## config.mk

```make
export PLATFORM = sky130hd
export DESIGN_NAME = usb_frame_interval_timer
export DESIGN_NICKNAME = d
export VERILOG_FILES = /design/src/hw/frame_timer_pkg.sv /design/src/hw/bit_tick_gen.sv /design/src/hw/usb_frame_interval_timer.sv
export SDC_FILE = /design/constraint.sdc
export NUM_CORES = 1
export LEC_CHECK = 0
export ABC_AREA = 1
export BUFFER_PORTS_ARGS = -buffer_cell sky130_fd_sc_hd__buf_2
export CORE_ASPECT_RATIO = 0.7
export CORE_MARGIN = 1
export CORE_UTILIZATION = 40
export DETAILED_ROUTE_END_ITERATION = 8
export PLACE_DENSITY = 0.67
export SYNTH_ARGS = -nofsm -noshare
export SYNTH_HDL_FRONTEND = slang
export SYNTH_HIERARCHICAL = 1
export SYNTH_SLANG_ARGS = --single-unit
```

## constraint.sdc

```tcl
create_clock -name core_clk_in -period 3.2 [get_ports core_clk_in]
set_clock_uncertainty 0.05 [all_clocks]
set_input_delay 0.32 -clock core_clk_in [delete_from_list [all_inputs] [get_ports core_clk_in]]
set_output_delay 0.32 -clock core_clk_in [all_outputs]
set_load 0.02 [all_outputs]
```

## src/hw/frame_timer_pkg.sv

```systemverilog
// Package of register codes, field layouts, reset values and timing for the frame interval timer.
// Assumes a single 100 MHz core clock and the command-code register port of the host controller.
package frame_timer_pkg;
    localparam logic [7:0] CMD_INTERVAL_RD = 8'h0D;
    localparam logic [7:0] CMD_INTERVAL_WR = 8'h8D;
    localparam logic [7:0] CMD_REMAINING_RD = 8'h0E;
    localparam logic [7:0] CMD_FRAME_NUM_RD = 8'h0F;
    // Set in every write code; such codes never answer
    localparam int CMD_WRITE_BIT = 7;
    localparam int FL_W = 14;
    localparam int LP_W = 15;
    localparam int FN_W = 16;
    localparam int FL_LSB = 0;
    localparam int LP_LSB = 16;
    localparam int TOGGLE_BIT = 31;
    localparam logic [FL_W-1:0] FL_DEFAULT = 14'h2EDF;
    localparam logic [FL_W-1:0] FL_ZERO = 14'h0000;
    localparam logic [LP_W-1:0] LP_DEFAULT = 15'h0000;
    localparam logic [FN_W-1:0] FN_ZERO = 16'h0000;
    localparam logic [FN_W-1:0] FN_ONE = 16'h0001;
    localparam logic [FL_W-1:0] FL_ONE = 14'h0001;
    localparam logic [LP_W-1:0] LP_ZERO = 15'h0000;
    localparam logic [LP_W-1:0] LP_ONE = 15'h0001;
    localparam logic [31:0] WORD_ZERO = 32'h0000_0000;
    // Full-speed bit rate in bit/s and core clock in Hz
    localparam longint CORE_HZ = 100_000_000;
    localparam longint BIT_HZ = 12_000_000;
    // Fractional accumulator: add BIT_HZ each clock, tick when CORE_HZ passed
    localparam int ACC_W = 28;
    localparam logic [ACC_W-1:0] ACC_STEP = ACC_W'(BIT_HZ);
    localparam logic [ACC_W-1:0] ACC_WRAP = ACC_W'(CORE_HZ);
    localparam logic [ACC_W-1:0] ACC_ZERO = 28'h000_0000;
    typedef enum logic [1:0] {
        ST_HALT = 2'b01,
        ST_RUN = 2'b10
    } bus_state_e;
endpackage : frame_timer_pkg

```

## src/hw/bit_tick_gen.sv

```systemverilog
// Bit-time tick generator: one pulse per 12 Mbit/s bit period, averaged exactly.
// Assumes the 100 MHz core clock; ticks jitter by one clock, averaging to the bit rate.
module bit_tick_gen (
    input wire logic core_clk_in, // Core clock
    input wire logic rst_b_in, // Sync reset, active low
    input wire logic run_in, // Count while high
    output logic tick_out // One-cycle bit-time pulse
);
    import frame_timer_pkg::*;
    logic [ACC_W-1:0] acc_r;
    logic [ACC_W-1:0] acc_nxt;
    logic [ACC_W-1:0] sum;
    always_comb begin
        sum = acc_r + ACC_STEP;
        tick_out = run_in && (sum >= ACC_WRAP);
        if (!run_in) begin
            acc_nxt = ACC_ZERO;
        end else if (sum >= ACC_WRAP) begin
            acc_nxt = sum - ACC_WRAP;
        end else begin
            acc_nxt = sum;
        end
    end
    always_ff @(posedge core_clk_in) begin
        if (!rst_b_in) begin
            acc_r <= ACC_ZERO;
        end else begin
            acc_r <= acc_nxt;
        end
    end
endmodule : bit_tick_gen

```

## src/hw/usb_frame_interval_timer.sv

```systemverilog
// Frame interval timer: frame length register, bits-remaining down counter, frame number, packet budget.
// Assumes commands arrive as one-cycle strobes with a code; read data is registered one cycle later.
module usb_frame_interval_timer (
    input wire logic core_clk_in, // 100 MHz core clock
    input wire logic rst_b_in, // Sync reset, active low
    input wire logic soft_reset_in, // controller_soft_reset pulse
    input wire logic bus_active_state_in, // High while bus is operational
    input wire logic cmd_valid_in, // Command strobe
    input wire logic [7:0] cmd_code_in, // Command code
    input wire logic [31:0] cmd_wdata_in, // Write data
    input wire logic packet_bits_used_in, // One data bit moved this cycle
    output logic [31:0] rdata_out, // Read data, registered
    output logic rvalid_out, // Read data valid pulse
    output logic sof_out, // Start-of-frame pulse
    output logic [frame_timer_pkg::FN_W-1:0] frame_number_out, // frame_sequence_count
    output logic packet_fits_out // Budget left in largest-packet counter
);
    import frame_timer_pkg::*;
    bus_state_e state_r, state_nxt;
    logic [FL_W-1:0] frame_len_r, frame_len_nxt;
    logic [LP_W-1:0] lp_bits_r, lp_bits_nxt;
    logic int_toggle_r, int_toggle_nxt;
    logic [FL_W-1:0] remain_r, remain_nxt;
    logic rem_toggle_r, rem_toggle_nxt;
    logic [FN_W-1:0] fn_r, fn_nxt;
    logic [LP_W-1:0] lp_cnt_r, lp_cnt_nxt;
    logic [31:0] rdata_r, rdata_nxt;
    logic rvalid_r, rvalid_nxt;
    logic sof_r, sof_nxt;
    logic tick;
    logic wr_int;
    logic enter_run;
    logic reload;

    bit_tick_gen u_tick (
        .core_clk_in(core_clk_in),
        .rst_b_in(rst_b_in),
        .run_in(state_r == ST_RUN),
        .tick_out(tick)
    );

    assign wr_int = cmd_valid_in && (cmd_code_in == CMD_INTERVAL_WR);
    assign enter_run = (state_r == ST_HALT) && bus_active_state_in;
    assign reload = (state_r == ST_RUN) && tick && (remain_r == FL_ZERO);

    always_comb begin
        frame_len_nxt = frame_len_r;
        lp_bits_nxt = lp_bits_r;
        int_toggle_nxt = int_toggle_r;
        if (soft_reset_in) begin
            // Whole register to defaults; saving the length is software's job
            frame_len_nxt = FL_DEFAULT;
            lp_bits_nxt = LP_DEFAULT;
            int_toggle_nxt = 1'b0;
        end else if (wr_int) begin
            frame_len_nxt = cmd_wdata_in[FL_LSB +: FL_W];
            lp_bits_nxt = cmd_wdata_in[LP_LSB +: LP_W];
            int_toggle_nxt = cmd_wdata_in[TOGGLE_BIT];
        end
    end

    always_comb begin
        state_nxt = state_r;
        remain_nxt = remain_r;
        rem_toggle_nxt = rem_toggle_r;
        fn_nxt = fn_r;
        lp_cnt_nxt = lp_cnt_r;
        sof_nxt = 1'b0;
        case (state_r)
            ST_HALT: begin
                if (bus_active_state_in) begin
                    state_nxt = ST_RUN;
                    remain_nxt = frame_len_r;
                    fn_nxt = fn_r + FN_ONE;
                    lp_cnt_nxt = lp_bits_r;
                    sof_nxt = 1'b1;
                end
            end
            ST_RUN: begin
                if (!bus_active_state_in) begin
                    state_nxt = ST_HALT;
                end else if (reload) begin
                    remain_nxt = frame_len_r;
                    rem_toggle_nxt = int_toggle_r;
                    fn_nxt = fn_r + FN_ONE;
                    lp_cnt_nxt = lp_bits_r;
                    sof_nxt = 1'b1;
                end else begin
                    if (tick) begin
                        remain_nxt = remain_r - FL_ONE;
                    end
                    // Budget shrinks per data bit; stops at zero
                    if (packet_bits_used_in && lp_cnt_r != LP_ZERO) begin
                        lp_cnt_nxt = lp_cnt_r - LP_ONE;
                    end
                end
            end
            default: begin
                state_nxt = ST_HALT;
            end
        endcase
        if (soft_reset_in) begin
            state_nxt = ST_HALT;
            remain_nxt = FL_ZERO;
            rem_toggle_nxt = 1'b0;
            fn_nxt = FN_ZERO;
            lp_cnt_nxt = LP_ZERO;
        end
    end

    always_comb begin
        rdata_nxt = WORD_ZERO;
        rvalid_nxt = cmd_valid_in && !cmd_code_in[CMD_WRITE_BIT];
        if (cmd_valid_in) begin
            case (cmd_code_in)
                CMD_INTERVAL_RD: begin
                    rdata_nxt[FL_LSB +: FL_W] = frame_len_r;
                    rdata_nxt[LP_LSB +: LP_W] = lp_bits_r;
                    rdata_nxt[TOGGLE_BIT] = int_toggle_r;
                end
                CMD_REMAINING_RD: begin
                    rdata_nxt[FL_LSB +: FL_W] = remain_r;
                    rdata_nxt[TOGGLE_BIT] = rem_toggle_r;
                end
                CMD_FRAME_NUM_RD: begin
                    rdata_nxt[FN_W-1:0] = fn_r;
                end
                default: begin
                    rdata_nxt = WORD_ZERO;
                end
            endcase
        end
    end

    always_ff @(posedge core_clk_in) begin
        if (!rst_b_in) begin
            state_r <= ST_HALT;
            frame_len_r <= FL_DEFAULT;
            lp_bits_r <= LP_DEFAULT;
            int_toggle_r <= 1'b0;
            remain_r <= FL_ZERO;
            rem_toggle_r <= 1'b0;
            fn_r <= FN_ZERO;
            lp_cnt_r <= LP_ZERO;
            rdata_r <= WORD_ZERO;
            rvalid_r <= 1'b0;
            sof_r <= 1'b0;
        end else begin
            state_r <= state_nxt;
            frame_len_r <= frame_len_nxt;
            lp_bits_r <= lp_bits_nxt;
            int_toggle_r <= int_toggle_nxt;
            remain_r <= remain_nxt;
            rem_toggle_r <= rem_toggle_nxt;
            fn_r <= fn_nxt;
            lp_cnt_r <= lp_cnt_nxt;
            rdata_r <= rdata_nxt;
            rvalid_r <= rvalid_nxt;
            sof_r <= sof_nxt;
        end
    end

    assign rdata_out = rdata_r;
    assign rvalid_out = rvalid_r;
    assign sof_out = sof_r;
    assign frame_number_out = fn_r;
    assign packet_fits_out = (lp_cnt_r != LP_ZERO);

    a_reset_len: assert property (@(posedge core_clk_in) disable iff (!rst_b_in)
        soft_reset_in |=> frame_len_r == FL_DEFAULT)
        else $error("length not defaulted");
    a_soft_clear: assert property (@(posedge core_clk_in) disable iff (!rst_b_in)
        soft_reset_in |=> state_r == ST_HALT && fn_r == FN_ZERO && !int_toggle_r && lp_bits_r == LP_DEFAULT)
        else $error("soft reset left state behind");
    a_write_len: assert property (@(posedge core_clk_in) disable iff (!rst_b_in)
        wr_int && !soft_reset_in |=> frame_len_r == $past(cmd_wdata_in[FL_LSB +: FL_W]))
        else $error("length write lost");
    a_count_down: assert property (@(posedge core_clk_in) disable iff (!rst_b_in)
        state_r == ST_RUN && bus_active_state_in && tick && remain_r != FL_ZERO && !soft_reset_in
        |=> remain_r == $past(remain_r) - FL_ONE)
        else $error("no decrement");
    a_hold_idle: assert property (@(posedge core_clk_in) disable iff (!rst_b_in)
        state_r == ST_RUN && bus_active_state_in && !tick && !soft_reset_in
        |=> $stable(remain_r))
        else $error("count moved without tick");
    a_zero_reload: assert property (@(posedge core_clk_in) disable iff (!rst_b_in)
        reload && bus_active_state_in && !soft_reset_in
        |=> remain_r == $past(frame_len_r) && sof_r)
        else $error("no reload");
    a_toggle_copy: assert property (@(posedge core_clk_in) disable iff (!rst_b_in)
        reload && bus_active_state_in && !soft_reset_in
        |=> rem_toggle_r == $past(int_toggle_r))
        else $error("toggle not copied");
    a_enter_load: assert property (@(posedge core_clk_in) disable iff (!rst_b_in)
        enter_run && !soft_reset_in
        |=> state_r == ST_RUN && remain_r == $past(frame_len_r))
        else $error("entry load");
    a_fn_step: assert property (@(posedge core_clk_in) disable iff (!rst_b_in)
        sof_nxt && !soft_reset_in |=> fn_r == $past(fn_r) + FN_ONE)
        else $error("frame number step");
    a_lp_load: assert property (@(posedge core_clk_in) disable iff (!rst_b_in)
        sof_nxt && !soft_reset_in |=> lp_cnt_r == $past(lp_bits_r))
        else $error("packet budget load");
    a_budget_floor: assert property (@(posedge core_clk_in) disable iff (!rst_b_in)
        lp_cnt_r == LP_ZERO && !sof_nxt |=> lp_cnt_r == LP_ZERO)
        else $error("packet budget wrapped");
    a_rem_read: assert property (@(posedge core_clk_in) disable iff (!rst_b_in)
        cmd_valid_in && cmd_code_in == CMD_REMAINING_RD
        |=> rvalid_out && rdata_out[TOGGLE_BIT-1:FL_W] == '0 && rdata_out[FL_LSB +: FL_W] == $past(remain_r))
        else $error("remaining read");
    a_write_quiet: assert property (@(posedge core_clk_in) disable iff (!rst_b_in)
        wr_int |=> !rvalid_out && rdata_out == WORD_ZERO)
        else $error("write answered");
    a_tick_rate: assert property (@(posedge core_clk_in) disable iff (!rst_b_in)
        tick |=> !tick ##1 !tick ##1 !tick ##1 !tick
        ##1 !tick ##1 !tick ##1 !tick)
        else $error("tick too fast");
endmodule : usb_frame_interval_timer

```

==> flow_metrics.tcl, run 1 <==
set metrics [dict create \
    status "completed" \
    vias 7376 \
    startpoint_type "register" \
    power.static_leakage_uw 0.00408 \
    synth.most_common_cell "nand2_1" \
    drc 0 \
    netlist_top_cells_count "nand2_1, inv_1, dfxtp_1" \
    hp-class "primary input to register" \
    grt_pass1_vias 6330 \
    cts_tree "yes" \
    syn_area_um2 7340 \
    n_antenna_cell 0 \
    clockBufferDepth 2 \
    setup_viol 0 \
    totalWireLength_mm 19.8 \
    synth_fp_nets 1164 \
    critical-path-max-stage-delay_ns 0.31 \
    cp.required_ns 3.50 \
    final_layout_size_suffix_gt1_share_pct 20.0 \
    maxSlewViolCount 0 \
    path_cells "inv_1 -> ha_1 -> inv_2 -> nand2_4 -> nand2_2 -> nand2_2 -> nand2_1 -> nand2_2 -> nand3_1 -> nor2_1 -> nand3_1 -> nand3_1 -> nand2_1 -> a21boi_1 -> nand2_1 -> inv_2 -> nand3_4 -> nand2_2 -> nand2_2 -> buf_6 -> o21ai_1 -> nand2_1 -> nor2_2" \
    hold_buffers 0 \
    clk_pin_slew_ns 0.06 \
    firstDrtPassIters 5 \
    synth.distinct_cells 42 \
    die_h_um 115 \
    finalHoldViolCount 0 \
    numCtsBuffers 17 \
    pre_cts_ws_ns 0.0439 \
    num_rows 41 \
    nets 1271 \
    synth.yosys.seq_area_share_pct 36.0 \
    crit_type "register to register" \
    slew_headroom_pct 50.5 \
    fin_crit_ns 2.96 \
    core_area_um2 18000 \
    cp.buffers_inverters 4 \
    tns_ns 0 \
    crit_family "simple AND/OR/NAND/NOR gates" \
    synth.largest_area_cell "dfxtp_1" \
    synth_ff_type "dfxtp_1" \
    yosysWarnings 6 \
    tightestPinTransition_ns 0.742 \
    clock_latency_ns 0.42 \
    peakVddDrop_uv 266 \
    avgRoutedWirePerCell_um 13.5 \
    arrival_ns 3.27 \
    crit_path_top_delay_cell "dfxtp_1" \
    fin_util_pct 49.1 \
    grt_max_degree 47 \
    globalplace.congestion 0.911 \
    synth-edff-count 0 \
    track_usage_pct 21.0 \
    antenna_found_initial 0 \
    ioPinCount 97 \
    worstPathMaxFanout 15 \
    ys_seq_elements 132 \
    ant_nets 0 \
    max_freq_mhz 338 \
    cp-end-kind "register" \
    area_growth_pct 20.4 \
    postSynth.asyncResetShare_pct 0 \
    overflow 0 \
    cp_common_cell "nand2_2" \
    clock-root-buffer "clkbuf_16" \
    hpwl_mm 14.3 \
    start_util_pct 40.8 \
    netlist_instances 1110 \
    ys_top_cells_by_area "dfxtp_1, nand2_1, inv_1, nor2_1, nand3_1" \
    drv_cap 0 \
    die_w_um 164 \
    die-area_um2 18900 \
    drt_iter0_drc 637 \
    setup_slack_ns 0.238 \
    fillCellCount 1808 \
    synth.avg_cell_area_um2 6.61 \
    numPortBuffers 94 \
    cellPowerDensity_nw_per_um2 466 \
    clkSinkCount 132 \
    vias_per_cell 5.03 \
    yosysTopAreaCellShare_pct 36.0 \
    grt_pass1_wl_mm 31.1 \
    post-route-period-util_pct 92.6 \
    h-tree-depth 4 \
]
cell usage in the layout (no fill, tap or decap), types with 4 or more instances in the layout:
master,netlist,layout
o21ai_0,50,48
nand3b_1,6,6
xnor2_1,6,6
nor3_1,17,16
a21oi_1,83,82
nand2_2,21,31
nand3_1,86,84
a21oi_2,13,13
o21ai_1,17,19
clkbuf_16,0,17
dfxtp_1,132,129
buf_2,8,94
o221ai_1,9,9
ha_1,8,8
inv_2,8,9
nand2_1,284,273
nand4_1,7,7
nor2_2,7,9
buf_4,2,27
o211ai_1,11,11
nand3_2,5,7
o22ai_1,4,4
nor2_1,119,117
clkbuf_8,0,4
nor2_4,5,5
inv_1,141,139
xor2_1,17,17
layer usage:
| metal | vias up | wire, um | track usage (%) | part of all wire (%) |
|---|---|---|---|---|
| met2 | 222 | 8220 | 30.4 | 42 |
| li1 | 3772 | - | - | - |
| met3 | 18 | 1480 | 4.83 | 7.5 |
| met4 | 0 | 211 | 6.23 | 1.1 |
| met1 | 3364 | 9850 | 30.8 | 50 |
| met5 | - | 0 | 0 | 0 |
logic make-up (layout without fill, tap and decap cells):
group           count (synthesis)  after routing  share of synthesized area (%)
simple gates                  567            567                           34.1
xor+xnor                       24             24                           2.97
compound gates                191            191                           14.7
buf+inv                       188            308                           10.8
fa+ha+maj                       8              8                           1.36
flops                         132            132                           36.0
cell type report:
type / instances / area, um2 / share of cell area [%]
clock buffers: 21 / 480 / 5.44
well taps: 236 / 295 / 3.34
flip-flops and latches: 132 / 2650 / 29.9
multi-input cells: 790 / 3970 / 44.9
repair buffers: 124 / 724 / 8.20
clock inverters: 11 / 148 / 1.67
inverters: 152 / 578 / 6.54
registers in the layout, summed over array words and instances, names as in the netlist:
register and cells:
frame_number_out 16, rvalid_out 1, u_tick/acc_r 20, sof_out 1, frame_len_r 14, remain_r 14, state_r 2, lp_bits_r 15
rem_toggle_r 1, rdata_out 32, lp_cnt_r 15, int_toggle_r 1
path summary, 6_finish.rpt:
| path | from | endpoint | slack, ns | cells past startpoint |
|---|---|---|---|---|
| min | cmd_code_in[7] | rvalid_out | 0.04 | 2 |
| max reg2reg | u_tick/acc_r[9] | frame_number_out[2] | 0.24 | 23 |
| min reg2reg | lp_bits_r[1] | rdata_out[17] | 0.41 | 2 |
| max | u_tick/acc_r[9] | frame_number_out[2] | 0.24 | 23 |
metrics by stage:
stage	instance area, um2	power (uW)	hold WS (ns)	cells
final	8840	4120	0.0435	1466
after floorplan	7340	1980	0.342	1110
after CTS	8660	4120	0.0281	1454
after global placement	8030	2070	0.401	1422
after detailed placement	8030	2070	0.402	1422
after global routing	8840	4250	0.0360	1466
report_power, final:
group	total (uW)	switching (uW)	internal (uW)
combinational	380	243	137
sequential	1680	19.1	1660
clock	2060	750	1310
worst reg2reg max path, cell delays in order (launching register included):
cell	delay, ns
dfxtp_1	0.31
inv_1	0.07
ha_1	0.21
inv_2	0.06
nand2_4	0.10
nand2_2	0.10
nand2_2	0.12
nand2_1	0.08
nand2_2	0.10
nand3_1	0.13
nor2_1	0.14
nand3_1	0.10
nand3_1	0.12
nand2_1	0.09
a21boi_1	0.12
nand2_1	0.10
inv_2	0.10
nand3_4	0.12
nand2_2	0.09
nand2_2	0.09
buf_6	0.17
o21ai_1	0.14
nand2_1	0.08
nor2_2	0.12
timing repair:
action,4_1_cts,5_1_grt
setup buffers,0,12
gates resized for setup,0,30
endpoints found under the setup margin,0,47
(Power assumes the default switching activity.)
==> run 2: changes to the inputs <==
- BUFFER_PORTS_ARGS: -buffer_cell sky130_fd_sc_hd__buf_2 -> unset
- DONT_BUFFER_PORTS: unset -> 1
- PLACE_DENSITY: 0.67 -> 0.62
- SKIP_CTS_REPAIR_TIMING: unset -> 1
==> run 2 against run 1 <==
Combinational power shrank 7.1%; highest routed layer unchanged; critical path depth down 1; total power down 0.55%; via count down 5.5%; count of clock-buffer cells in the layout fell by 4; register-to-register slack improved by 0.03 ns; routed wire length grew 0.46%; clock power barely moved; the run now ends with hold timing left; cell count shrank 5.9%; critical path type unchanged; first-iteration DRC count up 4.2%.
==> flow_metrics.tcl, run 2 (same netlist as run 1, synthesis figures left out) <==
set metrics [dict create \
    totalWireLength_mm 19.8 \
    dpl.cell_count 1328 \
    avgRoutedWirePerCell_um 14.4 \
    seq_area_um2 2650 \
    die_w_um 164 \
    startpoint_type "register" \
    tightestPinTransition_ns 0.736 \
    crit_start "u_tick/acc_r[9]" \
    ff2ff_path_depth 22 \
    multiInputGateArea_um2 4010 \
    maxSlewViolCount 0 \
    finalHoldViolCount 1 \
    numCtsBuffers 17 \
    max_freq_mhz 342 \
    vias 6967 \
    layout_common_cells "nand2_1, inv_1, dfxtp_1, nor2_1, nand3_1" \
    drc 0 \
    grt_pass1_vias 6168 \
    drv_cap 0 \
    hp-start "cmd_wdata_in[13]" \
    power.static_leakage_uw 0.00367 \
    firstDrtPassIters 5 \
    largest_reg_flops 32 \
    start_util_pct 40.8 \
    finalNonFillerCells 1380 \
    overflow 0 \
    timing.rr.end "lp_cnt_r[8]" \
    placed_area_um2 7570 \
    setup_viol 0 \
    violations "hold timing" \
    whs_path_depth 2 \
    ioPinCount 97 \
    area_growth_pct 16.5 \
    die-area_um2 18900 \
    cp.required_ns 3.47 \
    vias_per_cell 5.05 \
    fillCellCount 1807 \
    h-tree-depth 4 \
    nets 1185 \
    cts_tree "yes" \
    arrival_ns 3.20 \
    grt_pass1_wl_mm 31.6 \
    status "finished with violations" \
    whs_ns -0.0150 \
    drt_iter0_drc 664 \
    die_h_um 115 \
    cp-end-kind "register" \
    whs_endpoint "frame_len_r[13]" \
    r2r_setup_slack_ns 0.27 \
    post-route-period-util_pct 91.5 \
    clock-root-buffer "clkbuf_16" \
    globalplace.congestion 0.927 \
    antenna_found_initial 0 \
    track_usage_pct 21.4 \
    clkSinkCount 132 \
    crit_type "register to register" \
    clk_pin_slew_ns 0.06 \
    clockBufferDepth 2 \
    hp-class "primary input to register" \
    grt_max_degree 47 \
    worstPathMaxFanout 10 \
    r2r-start "u_tick/acc_r[9]" \
    final_layout_size_suffix_gt1_share_pct 13.2 \
    core_area_um2 18000 \
    numPortBuffers 0 \
    ant_nets 0 \
    slew_headroom_pct 50.9 \
    hpwl_mm 14.2 \
    fin_crit_ns 2.93 \
    cellPowerDensity_nw_per_um2 480 \
    n_antenna_cell 0 \
    num_rows 41 \
    clock_latency_ns 0.43 \
    layout_commonest_cell "nand2_1" \
    final_area_um2 8550 \
    peakVddDrop_uv 285 \
    power.total_uw 4100 \
]
-- run 2: cell count changes in the layout (fill, tap and decap cells not counted), moves of 4 or more --
cell           previous run  this run
o21ai_1                  19        23
buf_4                    27        19
o21ai_0                  48        44
inv_6                     2         8
dlygate4sd3_1             0        10
clkbuf_8                  4         0
buf_2                    94         0
-- run 2: metrics by stage --
step	setup WS (ns)	TNS [ns]	utilization [%]	hold slack (ns)
floorplan	0.275	0	-	0.342
global placement	0.137	0	42.0	0.348
detailed placement	0.0761	0	42.0	0.345
CTS	0.0589	0	45.5	-0.110
global route	-0.0190	-0.0283	47.5	0.000308
finish	0.272	0	47.5	-0.0150
-- run 2: layout make-up --
class                   instances  share of cell area [%]
clock inverters                15                    2.27
clock buffers                  17                    4.98
multi-input cells             791                    46.9
flip-flops and latches        132                    30.9
well taps                     236                    3.45
repair buffers                 37                    4.63
inverters                     152                    6.85
-- run 2: metal layers --
metal	vias to the layer above	track usage, %	share of wire [%]
met5	-	0	0
met4	0	6.05	1.4
met2	197	29.9	40
li1	3606	-	-
met1	3140	30.8	50
met3	24	7.22	8.1
-- run 2: how the worst max path moves through the flow --
stage,to,slack (ns),cells after the start
2_1_floorplan,remain_r[7],0.28,25
3_3_place_gp,lp_cnt_r[11],0.14,23
6_report,lp_cnt_r[8],0.27,22
5_1_grt,remain_r[4],-0.02,23
4_1_cts,lp_cnt_r[11],0.06,23
3_5_place_dp,lp_cnt_r[11],0.08,23
-- run 2: critical path: stages, from the launching register on --
cell and delay, ns:
dfxtp_2 0.32, inv_1 0.07, ha_2 0.20, inv_2 0.05
nand2_4 0.10, nand2_4 0.07, nand2_1 0.10, nand2_1 0.07
nand2_2 0.11, nand3_2 0.12, nor2_1 0.13, nand3_1 0.10
nand3_1 0.11, nand2_1 0.09, a21boi_2 0.15, nand2_2 0.08
inv_2 0.10, nand3_4 0.16, nand3_4 0.14, nand2_4 0.13
buf_6 0.18, a21oi_1 0.11, nor2_1 0.06
-- run 2: where the power goes --
part           total [uW]  switching (uW)  internal, uW
sequential           1690            24.5          1660
combinational         353             232           121
clock                2060             812          1250
==> run 3: changes to the inputs <==
- CELL_PAD_IN_SITES_DETAIL_PLACEMENT: unset -> 1
- CELL_PAD_IN_SITES_GLOBAL_PLACEMENT: unset -> 2
- CORE_ASPECT_RATIO: 0.7 -> 0.75
- CORE_UTILIZATION: 40 -> 32
- PLACE_DENSITY: 0.62 -> 0.83
==> run 3 against run 2 <==
The run now ends clean; design area hardly changed; clock power grew 5%; routed wire length grew 17%; worst hold slack gained 0.018 ns; die area grew 25%; combinational power is 1% higher; sequential share of layout area barely moved; sequential cell count did not move; maximum frequency up 0.35%; first-iteration DRC count shrank 38%; critical path depth is 2 higher; count of clock-buffer cells in the layout unchanged; critical path type unchanged.
==> flow_metrics.tcl, run 3 (same netlist as run 1, synthesis figures left out) <==
set metrics [dict create \
    status "completed" \
    slew_headroom_pct 54.0 \
    power.static_leakage_uw 0.00365 \
    fillCellCount 2863 \
    final_layout_size_suffix_gt1_share_pct 13.0 \
    peakVddDrop_uv 385 \
    avgRoutedWirePerCell_um 16.1 \
    intPower_uw 3040 \
    area_growth_pct 16.4 \
    tns_ns 0 \
    cp.required_ns 3.48 \
    layout_common_cells "nand2_1, inv_1, dfxtp_1, nor2_1" \
    critical-path-max-stage-delay_ns 0.31 \
    hp-class "primary input to register" \
    globalplace.congestion 0.854 \
    finalHoldViolCount 0 \
    layout_commonest_cell "nand2_1" \
    whs_ns 0.00280 \
    core_area_um2 22300 \
    hpwl_mm 16.9 \
    drv_cap 0 \
    crit_type "register to register" \
    totalWireLength_mm 23.2 \
    track_usage_pct 20.1 \
    crit_family "simple AND/OR/NAND/NOR gates" \
    largest_reg_flops 32 \
    cellPowerDensity_nw_per_um2 492 \
    worstPathMaxFanout 8 \
    drc 0 \
    clk_pin_slew_ns 0.07 \
    power_switching_uw 1160 \
    die_w_um 177 \
    nets 1183 \
    cp-end-kind "register" \
    p_comb_share_pct 8.5 \
    grt_max_degree 47 \
    max_freq_mhz 343 \
    clock-root-buffer "clkbuf_16" \
    start_util_pct 32.9 \
    fin_crit_ns 2.92 \
    vias 7131 \
    startpoint_type "register" \
    grt_pass1_wl_mm 37.0 \
    numCtsBuffers 17 \
    overflow 0 \
    grt_pass1_vias 7074 \
    p_clk_share_pct 51.4 \
    antenna_found_initial 1 \
    cts_tree "yes" \
    h-tree-depth 4 \
    path_cells "inv_1 -> ha_2 -> inv_2 -> nand2_4 -> nand2_1 -> nand2_1 -> nand2_1 -> nand4_1 -> nand2_1 -> nor2_1 -> nand3_1 -> nand3_1 -> nand2_1 -> a21boi_1 -> nand2_1 -> inv_2 -> nand3_4 -> nand2_4 -> inv_2 -> buf_4 -> nand2_1 -> o21ai_1 -> nor2_1 -> nor2_1" \
    drt_iter0_drc 413 \
    maxSlewViolCount 0 \
    switching_share_pct 27.6 \
    die-area_um2 23500 \
    num_rows 47 \
    crit_path_top_delay_cell "dfxtp_1" \
    clock_latency_ns 0.43 \
    final_area_um2 8540 \
    numPortBuffers 0 \
    arrival_ns 3.20 \
    tightestPinTransition_ns 0.689 \
    ioPinCount 97 \
    placed_area_um2 7640 \
    clockBufferDepth 2 \
    firstDrtPassIters 5 \
    cp_common_cell "nand2_1" \
    die_h_um 133 \
    p_seq_share_pct 40.1 \
    n_antenna_cell 0 \
    cp.buffers_inverters 5 \
    clkSinkCount 132 \
    ant_nets 0 \
    setup_viol 0 \
    post-route-period-util_pct 91.2 \
    vias_per_cell 4.97 \
]
run 3: cell type report:
cell class	count	area [um2]	area share [%]
sequential	132	2650	31.0
clock inverter	15	211	2.47
clock buffer	17	425	4.98
tap	294	368	4.31
inverter	152	581	6.79
timing repair buffer	36	314	3.68
multi-input combinational	790	4000	46.8
run 3: metal layers:
| layer | track usage (%) | share of wire, % |
|---|---|---|
| met1 | 28.3 | 51 |
| met4 | 5.75 | 1.0 |
| met5 | 0 | 0.047 |
| met3 | 5.45 | 5.8 |
| met2 | 29.6 | 43 |
run 3: worst register-to-register path: stages (launching register included):
cell and delay [ns]:
dfxtp_1 0.31, inv_1 0.07, ha_2 0.21, inv_2 0.05, nand2_4 0.09, nand2_1 0.06, nand2_1 0.05, nand2_1 0.13
nand4_1 0.15, nand2_1 0.12, nor2_1 0.12, nand3_1 0.10, nand3_1 0.12, nand2_1 0.07, a21boi_1 0.12, nand2_1 0.09
inv_2 0.10, nand3_4 0.14, nand2_4 0.14, inv_2 0.08, buf_4 0.17, nand2_1 0.06, o21ai_1 0.07, nor2_1 0.09
nor2_1 0.05
run 3: metrics by stage:
| stage | util [%] | worst slack, ns | total power (uW) | cells |
|---|---|---|---|---|
| after CTS | 37.1 | -0.0229 | 4230 | 1418 |
| final | 38.3 | 0.282 | 4200 | 1436 |
| after global placement | 34.3 | 0.0668 | 2050 | 1386 |
| after floorplan | - | 0.275 | 1980 | 1110 |
| after detailed placement | 34.3 | -0.0298 | 2060 | 1386 |
| after global routing | 38.3 | -0.0169 | 4370 | 1436 |
run 3: worst paths after layout:
kind                     end  cells after the start  slack (ns)        startpoint
max              lp_cnt_r[3]                     24        0.28   u_tick/acc_r[9]
min          frame_len_r[13]                      2       0.003  cmd_wdata_in[13]
max reg2reg      lp_cnt_r[3]                     24        0.28   u_tick/acc_r[9]
min reg2reg    rdata_out[23]                      2        0.41      lp_bits_r[7]
run 3: power by group through the flow:
stage          logic [uW]  clock network (uW)  registers, uW
6_report              358                2160           1690
5_1_grt               404                2270           1690
4_1_cts               343                2210           1680
3_5_place_dp          338                   0           1720
3_3_place_gp          333                   0           1720
2_1_floorplan         268                   0           1720
